### src/design/raw_pkg.sv
// Constants and carrier types for the RTC alarm and watchdog control block
package raw_pkg;
    // Serial command opcodes
    localparam logic [7:0]  RAW_OP_WR_CFG     = 8'h43;
    localparam logic [7:0]  RAW_OP_RD_CFG     = 8'hC3;
    localparam logic [7:0]  RAW_OP_RD_STAT    = 8'hFE;
    // Frame lengths in serial clocks
    localparam logic [4:0]  RAW_OPCODE_BITS   = 5'h08;
    localparam logic [4:0]  RAW_FRAME_BITS    = 5'h18;
    // Configuration word layout
    localparam int          RAW_BIT_WD_ON     = 0;
    localparam int          RAW_BIT_WD_FLAG   = 1;
    localparam int          RAW_BIT_AM_LO     = 2;
    localparam int          RAW_BIT_AM_HI     = 3;
    localparam int          RAW_BIT_OSC_STOP  = 4;
    localparam int          RAW_BIT_CLK_EN    = 5;
    localparam int          RAW_BIT_BYPASS    = 6;
    localparam logic [15:0] RAW_CFG_RESET     = 16'h0000;
    localparam logic [15:0] RAW_CFG_MASK      = 16'h007F;
    // Interrupt status layout
    localparam int          RAW_STAT_ALARM    = 14;
    localparam logic [15:0] RAW_STAT_RESET    = 16'h0000;
    // Alarm mode encodings
    localparam logic [1:0]  RAW_AM_NONE       = 2'h0;
    localparam logic [1:0]  RAW_AM_MIN        = 2'h1;
    localparam logic [1:0]  RAW_AM_HOUR       = 2'h2;
    localparam logic [1:0]  RAW_AM_BOTH       = 2'h3;
    // Synchroniser width and lane positions
    localparam int          RAW_SYNC_W        = 5;
    localparam int          RAW_LN_SCLK       = 0;
    localparam int          RAW_LN_CS_N       = 1;
    localparam int          RAW_LN_MOSI       = 2;
    localparam int          RAW_LN_XIN        = 3;
    localparam int          RAW_LN_OSC        = 4;
    localparam logic [4:0]  RAW_SYNC_RESET    = 5'h02;

    // Serial link phase
    typedef enum logic [1:0] {
        RAW_ST_OPCODE,
        RAW_ST_DATA,
        RAW_ST_IGNORE
    } raw_phase_e;

    // Time-of-day inputs from the timekeeping counters
    typedef struct packed {
        logic       minute_inc;
        logic       hour_inc;
        logic [6:0] cur_min;
        logic [5:0] cur_hour;
        logic [6:0] alarm_min;
        logic [5:0] alarm_hour;
    } raw_tod_s;

    // Whole state of the control block
    typedef struct packed {
        raw_phase_e  phase;
        logic [4:0]  bit_cnt;
        logic [7:0]  opcode;
        logic [15:0] shift_in;
        logic [15:0] shift_out;
        logic        sclk_prev;
        logic [15:0] cfg;
        logic        alarm_hit_flag;
        logic        miso;
        logic        int_n;
        logic        wd_pin_oe_n;
        logic        osc_run;
        logic        clk32_out;
    } raw_state_s;
endpackage

### src/design/raw_ctrl.sv
// RTC configuration register, alarm flag and watchdog output control
//
// Notes on behaviour
// - Oscillator runs while stop bit is zero
// - Alarm armed only with a mode bit set
// - Mode: none, minutes, hours, both match
// - Matching increment sets the alarm flag
// - Interrupt held until status register read
// - Watchdog reaching zero sets the flag
// - Host writes flag zero, releasing watchdog pin
// - Enable bit runs watchdog; off means released
// - Contents restored from flash, factory value zero
// - Alarm flag bit 14, cleared on read
`timescale 1ns/1ps
`default_nettype none
module raw_ctrl (
    // Clock and reset
    input  wire logic           mclk,
    input  wire logic           rst,
    // Serial command port pins
    input  wire logic           sclk,
    input  wire logic           cs_n,
    input  wire logic           mosi,
    output logic                miso,
    // Timebase pins
    input  wire logic           xin,
    input  wire logic           osc32_in,
    output logic                osc_run,
    output logic                clk32_out,
    // Timekeeping counters and interrupt enable
    input  wire raw_pkg::raw_tod_s tod,
    input  wire logic           int_enable,
    output logic                int_n,
    // Watchdog counter and pin
    input  wire logic           wd_zero,
    output logic                watchdog_out_n,
    output logic                watchdog_out_oe_n,
    output logic                watchdog_run,
    // Flash image of the configuration word
    input  wire logic           flash_load,
    input  wire logic [15:0]    flash_word,
    output logic [15:0]         cfg_word
);
    import raw_pkg::*;

    raw_state_s              st;        // Registered state
    raw_state_s              next_st;   // Next state
    logic [RAW_SYNC_W-1:0]   pins_s;    // Filtered pin levels
    logic                    sclk_s;    // Filtered serial clock
    logic                    rise;      // Serial clock rising edge
    logic                    fall;      // Serial clock falling edge
    logic [15:0]             word_in;   // Received data word
    logic                    alarm_set; // Alarm match event
    logic                    wd_flag_set; // Watchdog expiry event
    logic [1:0]              am;        // Alarm mode field
    logic                    min_eq;    // Minutes equal alarm
    logic                    hour_eq;   // Hours equal alarm
    logic                    slow_clk;  // Selected 32 kHz source

    // Every pin from outside passes the filter; chip select idles high
    raw_sync #(
        .W       (RAW_SYNC_W),
        .RST_VAL (RAW_SYNC_RESET)
    ) u_sync (
        .mclk (mclk),
        .rst  (rst),
        .din  ({osc32_in, xin, mosi, cs_n, sclk}),
        .dout (pins_s)
    );

    assign sclk_s = pins_s[RAW_LN_SCLK];

    // Edge detection on the filtered serial clock
    assign rise = sclk_s & ~st.sclk_prev;
    assign fall = ~sclk_s & st.sclk_prev;

    // Word as it stands after this rising edge
    assign word_in = {st.shift_in[14:0], pins_s[RAW_LN_MOSI]};

    // Alarm compare fires only on an increment of the counters
    // Equality alone is not enough: a flag cleared by a status read
    // would otherwise be set again at once while the time still matches
    assign am      = st.cfg[RAW_BIT_AM_HI:RAW_BIT_AM_LO];
    assign min_eq  = (tod.cur_min == tod.alarm_min);
    assign hour_eq = (tod.cur_hour == tod.alarm_hour);
    always_comb begin
        case (am)
            RAW_AM_MIN:  alarm_set = tod.minute_inc & min_eq;
            RAW_AM_HOUR: alarm_set = tod.hour_inc & hour_eq;
            RAW_AM_BOTH: alarm_set = (tod.minute_inc | tod.hour_inc) & min_eq & hour_eq;
            default:     alarm_set = 1'b0;
        endcase
    end

    // Expiry only counts while the watchdog is enabled
    assign wd_flag_set = wd_zero & st.cfg[RAW_BIT_WD_ON];

    // Bypass picks the crystal pin; internal source only while running
    assign slow_clk = st.cfg[RAW_BIT_BYPASS] ? pins_s[RAW_LN_XIN]
                                             : (pins_s[RAW_LN_OSC] & st.osc_run);

    // Timing of a frame: the pin filter delays clock and data alike,
    // so their order survives; each serial clock phase must last two
    // clocks or more, or the filter swallows the edge.
    // A frame cut short by chip select never touches the register,
    // which costs the host nothing but a resend.
    // Next-state logic: serial port, flags and pin controls
    always_comb begin
        next_st           = st;
        next_st.sclk_prev = sclk_s;

        if (pins_s[RAW_LN_CS_N]) begin
            // Deselect aborts any partial frame
            next_st.phase   = RAW_ST_OPCODE;
            next_st.bit_cnt = 5'h00;
            // Leftover reply bits must not leak into a refused frame
            next_st.shift_out = RAW_STAT_RESET;
        end else if (rise) begin
            next_st.shift_in = word_in;
            next_st.bit_cnt  = st.bit_cnt + 5'h01;
            case (st.phase)
                RAW_ST_OPCODE: begin
                    if (st.bit_cnt == RAW_OPCODE_BITS - 5'h01) begin
                        next_st.opcode = word_in[7:0];
                        next_st.phase  = RAW_ST_DATA;
                        case (word_in[7:0])
                            RAW_OP_RD_CFG: begin
                                next_st.shift_out = st.cfg & RAW_CFG_MASK;
                            end
                            RAW_OP_RD_STAT: begin
                                next_st.shift_out = RAW_STAT_RESET;
                                next_st.shift_out[RAW_STAT_ALARM] = st.alarm_hit_flag;
                                next_st.alarm_hit_flag = 1'b0;
                                next_st.int_n          = 1'b1;
                            end
                            RAW_OP_WR_CFG: begin
                                next_st.shift_out = RAW_STAT_RESET;
                            end
                            default: begin
                                // Unknown opcodes sink the frame
                                next_st.phase = RAW_ST_IGNORE;
                            end
                        endcase
                    end
                end
                RAW_ST_DATA: begin
                    if (st.bit_cnt == RAW_FRAME_BITS - 5'h01) begin
                        next_st.phase = RAW_ST_IGNORE;
                        if (st.opcode == RAW_OP_WR_CFG) begin
                            next_st.cfg = word_in & RAW_CFG_MASK;
                            // Software can only clear the flag, never set it
                            next_st.cfg[RAW_BIT_WD_FLAG] = st.cfg[RAW_BIT_WD_FLAG] & word_in[RAW_BIT_WD_FLAG];
                        end
                    end
                end
                default: begin
                    // Extra clocks after a frame are ignored
                    next_st.bit_cnt = st.bit_cnt;
                end
            endcase
        end else if (fall && st.phase == RAW_ST_DATA) begin
            // Next outgoing bit moves on the falling edge
            next_st.shift_out = {st.shift_out[14:0], 1'b0};
        end

        // Flash restore replaces the whole word
        if (flash_load) begin
            next_st.cfg = flash_word & RAW_CFG_MASK;
        end

        // Hardware sets win over software clears
        if (alarm_set) begin
            next_st.alarm_hit_flag = 1'b1;
            // A match with interrupts off never releases a held request
            if (int_enable) begin
                next_st.int_n = 1'b0;
            end
        end
        if (wd_flag_set) begin
            next_st.cfg[RAW_BIT_WD_FLAG] = 1'b1;
        end

        // Pin controls follow the new configuration, except clk32_out, which is gated by the current one
        next_st.miso      = next_st.shift_out[15];
        next_st.osc_run   = ~next_st.cfg[RAW_BIT_OSC_STOP];
        next_st.wd_pin_oe_n = ~(next_st.cfg[RAW_BIT_WD_ON] & next_st.cfg[RAW_BIT_WD_FLAG]);
        next_st.clk32_out = slow_clk & st.cfg[RAW_BIT_CLK_EN];
    end

    // State register; reset gives the factory word of zeros
    // Only constants enter the reset branch, so any state, however
    // confused, is rebuilt in a single clock
    always_ff @(posedge mclk) begin
        if (rst) begin
            st                <= '0;
            st.phase          <= RAW_ST_OPCODE;
            st.cfg            <= RAW_CFG_RESET;
            st.int_n          <= 1'b1;
            st.wd_pin_oe_n    <= 1'b1;
            st.osc_run        <= 1'b1;
        end else begin
            st <= next_st;
        end
    end

    // Outputs straight from state flip-flops, except the constant watchdog_out_n
    assign miso              = st.miso;
    assign osc_run           = st.osc_run;
    assign clk32_out         = st.clk32_out;
    assign int_n             = st.int_n;
    assign watchdog_out_n    = 1'b0;        // Pin only ever pulls low
    assign watchdog_out_oe_n = st.wd_pin_oe_n;
    assign watchdog_run      = st.cfg[RAW_BIT_WD_ON];
    assign cfg_word          = st.cfg;
endmodule
`default_nettype wire

### src/design/raw_sync.sv
// Three-stage input synchroniser with agreement filter
`timescale 1ns/1ps
`default_nettype none
module raw_sync #(
    parameter int         W       = 1,
    parameter logic [W-1:0] RST_VAL = '0
) (
    // Clock and reset
    input  wire logic         mclk,
    input  wire logic         rst,
    // Raw and filtered levels
    input  wire logic [W-1:0] din,
    output logic      [W-1:0] dout
);
    // One lane: three stages plus filtered level
    typedef struct packed {
        logic s1;
        logic s2;
        logic s3;
        logic q;
    } raw_lane_s;

    genvar g;
    generate
        for (g = 0; g < W; g = g + 1) begin : g_lane
            raw_lane_s st;        // Lane state
            raw_lane_s next_st;   // Lane next state

            // Filter takes a new level only once stages two and three agree
            always_comb begin
                next_st    = st;
                next_st.s1 = din[g];
                next_st.s2 = st.s1;
                next_st.s3 = st.s2;
                if (st.s2 == st.s3) begin
                    next_st.q = st.s3;
                end
            end

            // Reset loads the idle level into every stage
            always_ff @(posedge mclk) begin
                if (rst) begin
                    st <= {4{RST_VAL[g]}};
                end else begin
                    st <= next_st;
                end
            end

            assign dout[g] = st.q;
        end
    endgenerate
endmodule
`default_nettype wire

### config.mk
export PLATFORM = sky130hd
export DESIGN_NAME = raw_ctrl
export DESIGN_NICKNAME = d
export VERILOG_FILES = /design/src/design/raw_pkg.sv /design/src/design/raw_ctrl.sv /design/src/design/raw_sync.sv
export SDC_FILE = /design/constraint.sdc
export NUM_CORES = 1
export LEC_CHECK = 0
export BUFFER_PORTS_ARGS = -buffer_cell sky130_fd_sc_hd__buf_2
export CORE_MARGIN = 2
export CORE_UTILIZATION = 55
export CTS_BUF_LIST = sky130_fd_sc_hd__clkbuf_2 sky130_fd_sc_hd__clkbuf_4 sky130_fd_sc_hd__clkbuf_8
export DETAILED_ROUTE_END_ITERATION = 8
export PLACE_DENSITY = 0.94
export REMOVE_ABC_BUFFERS = 1
export SLEW_MARGIN = 20
export SYNTH_ARGS = -nofsm -noshare
export SYNTH_HDL_FRONTEND = slang
export SYNTH_HIERARCHICAL = 1
export SYNTH_SLANG_ARGS = --single-unit
### constraint.sdc
create_clock -name mclk -period 2.4 [get_ports mclk]
set_input_delay 0.24 -clock mclk [delete_from_list [all_inputs] [get_ports mclk]]
set_output_delay 0.24 -clock mclk [all_outputs]
set_load 0.01 [all_outputs]
==> impl_metrics.json, run 1 <==
{
  "fin_area_um2": 3450,
  "p_sw_share_pct": 22.1,
  "hold_depth": 2,
  "switchingPower_w": 0.000522,
  "grt_pass1_wl_um": 10500,
  "drt_pass1_iterations": 5,
  "synth-edff-count": 0,
  "setup_ws_ps": 200,
  "async_flop_share_pct": 0,
  "syn_area_um2": 3020,
  "drc": 0,
  "drive_gt1_share_pct": 22.1,
  "crit_arrival_ps": 2420,
  "die_area_um2": 6110,
  "synth-compound-area-share_pct": 15.4,
  "worst-setup-path-type": "flip-flop to flip-flop",
  "grt_overflow": 0,
  "num_rows": 26,
  "synth_top_area_share_pct": 47.0,
  "ant_nets": 0,
  "pwr-share-clk_pct": 42.8,
  "cp.required_ps": 2620,
  "drt_iter0_drc": 145,
  "ioPinCount": 77,
  "ys_warn_count": 6,
  "synthAdderAreaFrac_pct": 0.414,
  "core_area_um2": 5200,
  "via_count": 2515,
  "fin_skew_ps": 9.02,
  "intPower_w": 0.00184,
  "leakage_nw": 1.36,
  "end_kind": "flip-flop",
  "synthDistinctLibCells": 47,
  "power_frac_seq_pct": 51.5,
  "r2r_start": "st[63]",
  "worstMarginPinSlew_ps": 714,
  "routed_via_density": 5.65,
  "wl_um": 6620,
  "pre_cts_slack_ps": 229,
  "drv_slew": 0,
  "synth_xor_area_share_pct": 5.21,
  "fin_crit_sh_pct": 91.7,
  "routedWlPerCell_um": 14.9,
  "r2r-end": "st[25]",
  "synthToLayoutAreaGrowth_pct": 14.2,
  "hold_path_startpoint": "cs_n",
  "finalSetupTns_ps": 0,
  "ir_drop_mv": 0.502,
  "cp_max_fo": 15,
  "n_antenna_cell": 0,
  "synth_top_cell_by_area": "dfxtp_1",
  "grt_pass1_vias": 2316,
  "hold_end": "u_sync/g_lane[1].next_st[2]",
  "r2r_setup_slack_ps": 200,
  "grt_max_degree": 26,
  "synthFlopType": "dfxtp_1",
  "final_cells": 445,
  "min_path_type": "input port to flip-flop",
  "yosys.area_share.simple_pct": 18.9,
  "ff2ff_path_depth": 7,
  "dp_hpwl_um": 4800,
  "place_area_um2": 3240,
  "clk_pin_slew_ps": 70,
  "yosysSeqAreaShare_pct": 47.0,
  "synth_top_family_by_area": "simple AND/OR/NAND/NOR gates",
  "period_minus_slack_ps": 2200,
  "yosys-top-cells-area": "dfxtp_1 (47%), buf_4 (5.5%), mux2i_1 (5.0%)",
  "cts_num_sinks": 71,
  "synth_mux_area_share_pct": 4.96,
  "track_usage_pct": 22.3,
  "die_h_um": 78.2,
  "powerDensity_nw_per_um2": 684,
  "relSlewSlack_pct": 51.8,
  "cts_tree": "built",
  "syn_area_per_cell_um2": 9.31,
  "nFillCells": 396,
  "combPwrFrac_pct": 5.7,
  "antenna_found_initial": 0,
  "placedCellCount": 430,
  "fmax_mhz": 455,
  "clockBufferDepth": 2,
  "syn_inst": 325,
  "rsz0062_at_grt": "no",
  "htreeDepth": 3,
  "setup_viol": 0,
  "place_congestion": 0.898,
  "clk_latency_ps": 350,
  "cap_violations": 0,
  "ctsHoldBuffers": 0,
  "cts_resized": 0,
  "synth_seq_cells": 71,
  "post_cts_buffers": 0,
  "cts_buffers": 9,
  "status": "finished, final reports clean",
  "numPortBuffers": 57,
  "clockRootBuffer": "clkbuf_8",
  "initial_core_util_pct": 58.1,
  "nets": 426,
  "finalHoldViolCount": 0,
  "die_x_um": 78.2,
  "start_kind": "flip-flop"
}
[power by group through the flow]
stage	clock network (W)	registers (W)	logic, W
CTS	0.00102	0.00122	0.000135
global placement	0	0.00124	0.000129
global route	0.00107	0.00122	0.000148
floorplan	0	0.00124	0.0000562
finish	0.00101	0.00122	0.000135
detailed placement	0	0.00124	0.000134
[sequential cells by signal (all words and copies together), names as in the netlist]
register / count
st: 40
u_sync/g_lane.next_st: 10
cfg_word: 7
u_sync/dout: 5
u_sync/g_lane.st: 5
clk32_out: 1
int_n: 1
osc_run: 1
watchdog_out_oe_n: 1
[synthesized netlist by cell type, types with 4 or more instances]
| cell | count |
|---|---|
| dfxtp_1 | 71 |
| mux2i_1 | 15 |
| nand2_1 | 21 |
| nor4_1 | 4 |
| a22oi_1 | 9 |
| nor2b_1 | 15 |
| nor2_1 | 40 |
| nor3_1 | 6 |
| clkbuf_1 | 11 |
| xor2_1 | 9 |
| xnor2_1 | 9 |
| a221oi_1 | 6 |
| nand4_1 | 5 |
| buf_4 | 22 |
| a211oi_1 | 8 |
| a21oi_1 | 19 |
| o21ai_0 | 13 |
[worst max path at each step]
stage / startpoint / end / cells past startpoint
3_3_place_gp: u_sync/dout[0] / osc_run / 5
6_report: st[63] / st[25] / 7
5_1_grt: st[63] / st[25] / 7
4_1_cts: st[63] / st[25] / 7
3_5_place_dp: st[63] / st[25] / 7
2_1_floorplan: st[69] / st[24] / 5
[logic make-up after synthesis]
family	count (synthesis)
xor gates and xnor gates	18
other	1
DFF	71
and+or+nand+nor	111
adders and majority gates	1
muxes	15
buffers and inverters	39
AOI/OAI and AO/OA	69
[critical path: stages (launching register included)]
cell and delay, ps:
dfxtp_1 380, ha_1 220, nand3b_1 250, o41ai_1 400, o311ai_1 160, buf_4 220, a221oi_1 310, nor3_1 120
[cell usage in the layout, fill, tap and decap left out, drive strengths merged, types with 2 or more instances in the layout]
| cell | instances |
|---|---|
| a21oi | 19 |
| nor4 | 5 |
| a21o | 2 |
| mux2i | 15 |
| or4 | 2 |
| o21bai | 2 |
| clkbuf | 9 |
| nor3 | 6 |
| or2 | 4 |
| nand2 | 21 |
| inv | 2 |
| a22oi | 9 |
| conb | 10 |
| dfxtp | 71 |
| o21ai | 13 |
| clkinv | 3 |
| o311ai | 2 |
| nand3 | 3 |
| nor2 | 40 |
| nand2b | 2 |
| buf | 63 |
| xor2 | 9 |
| nor2b | 15 |
| nand4 | 5 |
| bufinv | 2 |
| xnor2 | 9 |
| nand4b | 2 |
| a211oi | 8 |
| a221oi | 6 |
[per-layer routing]
| layer | vias to the layer above | GRT usage (%) | share of wire [%] |
|---|---|---|---|
| li1 | 1209 | - | - |
| met1 | 1191 | 24.4 | 40 |
| met3 | 22 | 8.85 | 6.0 |
| met2 | 93 | 37.7 | 52 |
| met5 | - | 0 | 0 |
| met4 | 0 | 10.7 | 2.8 |
[final cells by class]
cell class	count	area (um2)	share of cell area, %
clock inverters	6	86.3	2.50
flip-flops and latches	71	1420	41.2
repair buffers	63	330	9.57
inverters	2	7.51	0.217
multi-input cells	224	1400	40.4
well taps	70	87.6	2.54
clock buffers	9	124	3.59
[stage by stage]
step	hold WS, ps	utilization, %	power, W
finish	68.2	66.3	0.00236
global route	50.6	66.3	0.00244
CTS	54.4	66.3	0.00238
detailed placement	397	62.3	0.00138
global placement	389	62.3	0.00137
floorplan	309	-	0.00130
(Power assumes the default switching activity.)
==> inputs of run 2 (changes only) <==
--- a/config.mk
+++ b/config.mk
@@ -6,11 +6,12 @@
 export NUM_CORES = 1
 export LEC_CHECK = 0
 export BUFFER_PORTS_ARGS = -buffer_cell sky130_fd_sc_hd__buf_2
-export CORE_MARGIN = 2
-export CORE_UTILIZATION = 55
+export CORE_MARGIN = 5
+export CORE_UTILIZATION = 59
 export CTS_BUF_LIST = sky130_fd_sc_hd__clkbuf_2 sky130_fd_sc_hd__clkbuf_4 sky130_fd_sc_hd__clkbuf_8
+export CTS_CLUSTER_DIAMETER = 200
 export DETAILED_ROUTE_END_ITERATION = 8
-export PLACE_DENSITY = 0.94
+export PLACE_DENSITY = 0.95
 export REMOVE_ABC_BUFFERS = 1
 export SLEW_MARGIN = 20
 export SYNTH_ARGS = -nofsm -noshare
==> constraint.sdc (replaced) <==
create_clock -name mclk -period 2.65 [get_ports mclk]
set_input_delay 0.265 -clock mclk [delete_from_list [all_inputs] [get_ports mclk]]
set_output_delay 0.265 -clock mclk [all_outputs]
set_load 0.01 [all_outputs]
==> impl_metrics.json, run 2 (synthesis gave the netlist of run 1 again) <==
{
  "status": "finished, final reports clean",
  "dp_hpwl_um": 4530,
  "grt_max_degree": 49,
  "powerDensity_nw_per_um2": 627,
  "cp_cell_sequence": "nor2b_1, nand4b_1, nor4_4, mux2i_1, a211o_1",
  "die_area_um2": 6660,
  "setup_viol": 0,
  "cap_violations": 0,
  "htreeDepth": 3,
  "place_congestion": 0.870,
  "die_h_um": 81.6,
  "final_common_cell": "dfxtp_1",
  "core_area_um2": 5040,
  "ioPinCount": 77,
  "grt_overflow": 0,
  "fin_skew_ps": 12.9,
  "end_kind": "flip-flop",
  "leakage_nw": 1.37,
  "cts_num_sinks": 71,
  "ctsHoldBuffers": 0,
  "antenna_found_initial": 0,
  "cts_buffers": 9,
  "grt_pass1_vias": 2286,
  "post_cts_buffers": 0,
  "die_x_um": 81.6,
  "cp_max_fo": 6,
  "relSlewSlack_pct": 57.1,
  "power_w": 0.00217,
  "drt_pass1_iterations": 5,
  "period_minus_slack_ps": 2150,
  "drive_gt1_share_pct": 22.3,
  "clockBufferDepth": 2,
  "most-common-layout-cells": "dfxtp_1 (71), buf_2 (57), nor2_1 (40), nand2_1 (21), a21oi_1 (19)",
  "finalSetupTns_ps": 0,
  "n_antenna_cell": 0,
  "worstMarginPinSlew_ps": 637,
  "wl_um": 6560,
  "routedWlPerCell_um": 14.7,
  "initial_core_util_pct": 60.0,
  "ant_nets": 0,
  "crit_arrival_ps": 2390,
  "drv_slew": 0,
  "drc": 0,
  "clk_pin_slew_ps": 80,
  "rsz0062_at_grt": "no",
  "synthToLayoutAreaGrowth_pct": 14.7,
  "cp.required_ps": 2890,
  "largest_register": "st",
  "nets": 426,
  "cp_slowest_cell": "nor4_4",
  "worst-setup-path-type": "flip-flop to flip-flop",
  "start_kind": "flip-flop",
  "finalHoldViolCount": 0,
  "largest_reg_flops": 40,
  "clk_latency_ps": 350,
  "ir_drop_mv": 0.553,
  "drt_iter0_drc": 179,
  "min_path_type": "input port to flip-flop",
  "slowest_delay_ps": 600,
  "routed_via_density": 5.55,
  "grt_pass1_wl_um": 10400,
  "numPortBuffers": 57,
  "track_usage_pct": 20.6,
  "clockRootBuffer": "clkbuf_8",
  "fin_crit_sh_pct": 81.1,
  "num_rows": 26,
  "via_count": 2474,
  "cts_resized": 0,
  "cts_tree": "built",
  "fmax_mhz": 465
}
==> run 2: worst max-delay path: cells and delay by family (launching register included) <==
kind,cells,cell delay [ps]
muxes,1,190
AOI/OAI and AO/OA,1,310
DFF,1,410
and+or+nand+nor,3,1140
==> run 2: routing by layer <==
metal	wire length [um]	share of wire (%)	GRT usage, %
met5	0	0	0
met4	134	2.0	10.3
met3	334	5.1	4.93
met2	3460	53	35.3
met1	2630	40	24.0
==> run 2: final timing paths <==
check / slack, ps / cells after the start / from / endpoint
worst max-delay path: 500 / 5 / u_sync/dout[0] / osc_run
worst min-delay path: 100 / 2 / cs_n / u_sync/g_lane[1].next_st[2]
worst max register to register: 500 / 5 / u_sync/dout[0] / osc_run
worst min register to register: 410 / 1 / u_sync/g_lane[1].next_st[2] / u_sync/g_lane[1].next_st[1]
==> run 2: final cells by class <==
type	instances	area, um2
multi-input cells	224	1400
clock inverters	7	103
flip-flops and latches	71	1420
well taps	70	87.6
fillers	348	1570
repair buffers	63	330
clock buffers	9	124
inverters	2	7.51
==> run 2: report_power, final <==
part | internal (W) | total, W | switching (W)
sequential | 0.00109 | 0.00110 | 0.0000160
clock | 0.000539 | 0.000949 | 0.000411
combinational | 0.0000595 | 0.000123 | 0.0000638
total | 0.00168 | 0.00217 | 0.000490
==> run 2: metrics by stage <==
| step | std cells | util, % | hold WS (ps) | cell area (um2) | worst slack, ps |
|---|---|---|---|---|---|
| 2_1_floorplan | 297 | - | 334 | 2830 | 315 |
| 3_3_place_gp | 430 | 64.3 | 396 | 3240 | 618 |
| 3_5_place_dp | 430 | 64.3 | 400 | 3240 | 557 |
| 4_1_cts | 446 | 68.8 | 87.2 | 3470 | 531 |
| 5_1_grt | 446 | 68.8 | 125 | 3470 | 363 |
| 6_report | 446 | 68.8 | 98.2 | 3470 | 500 |
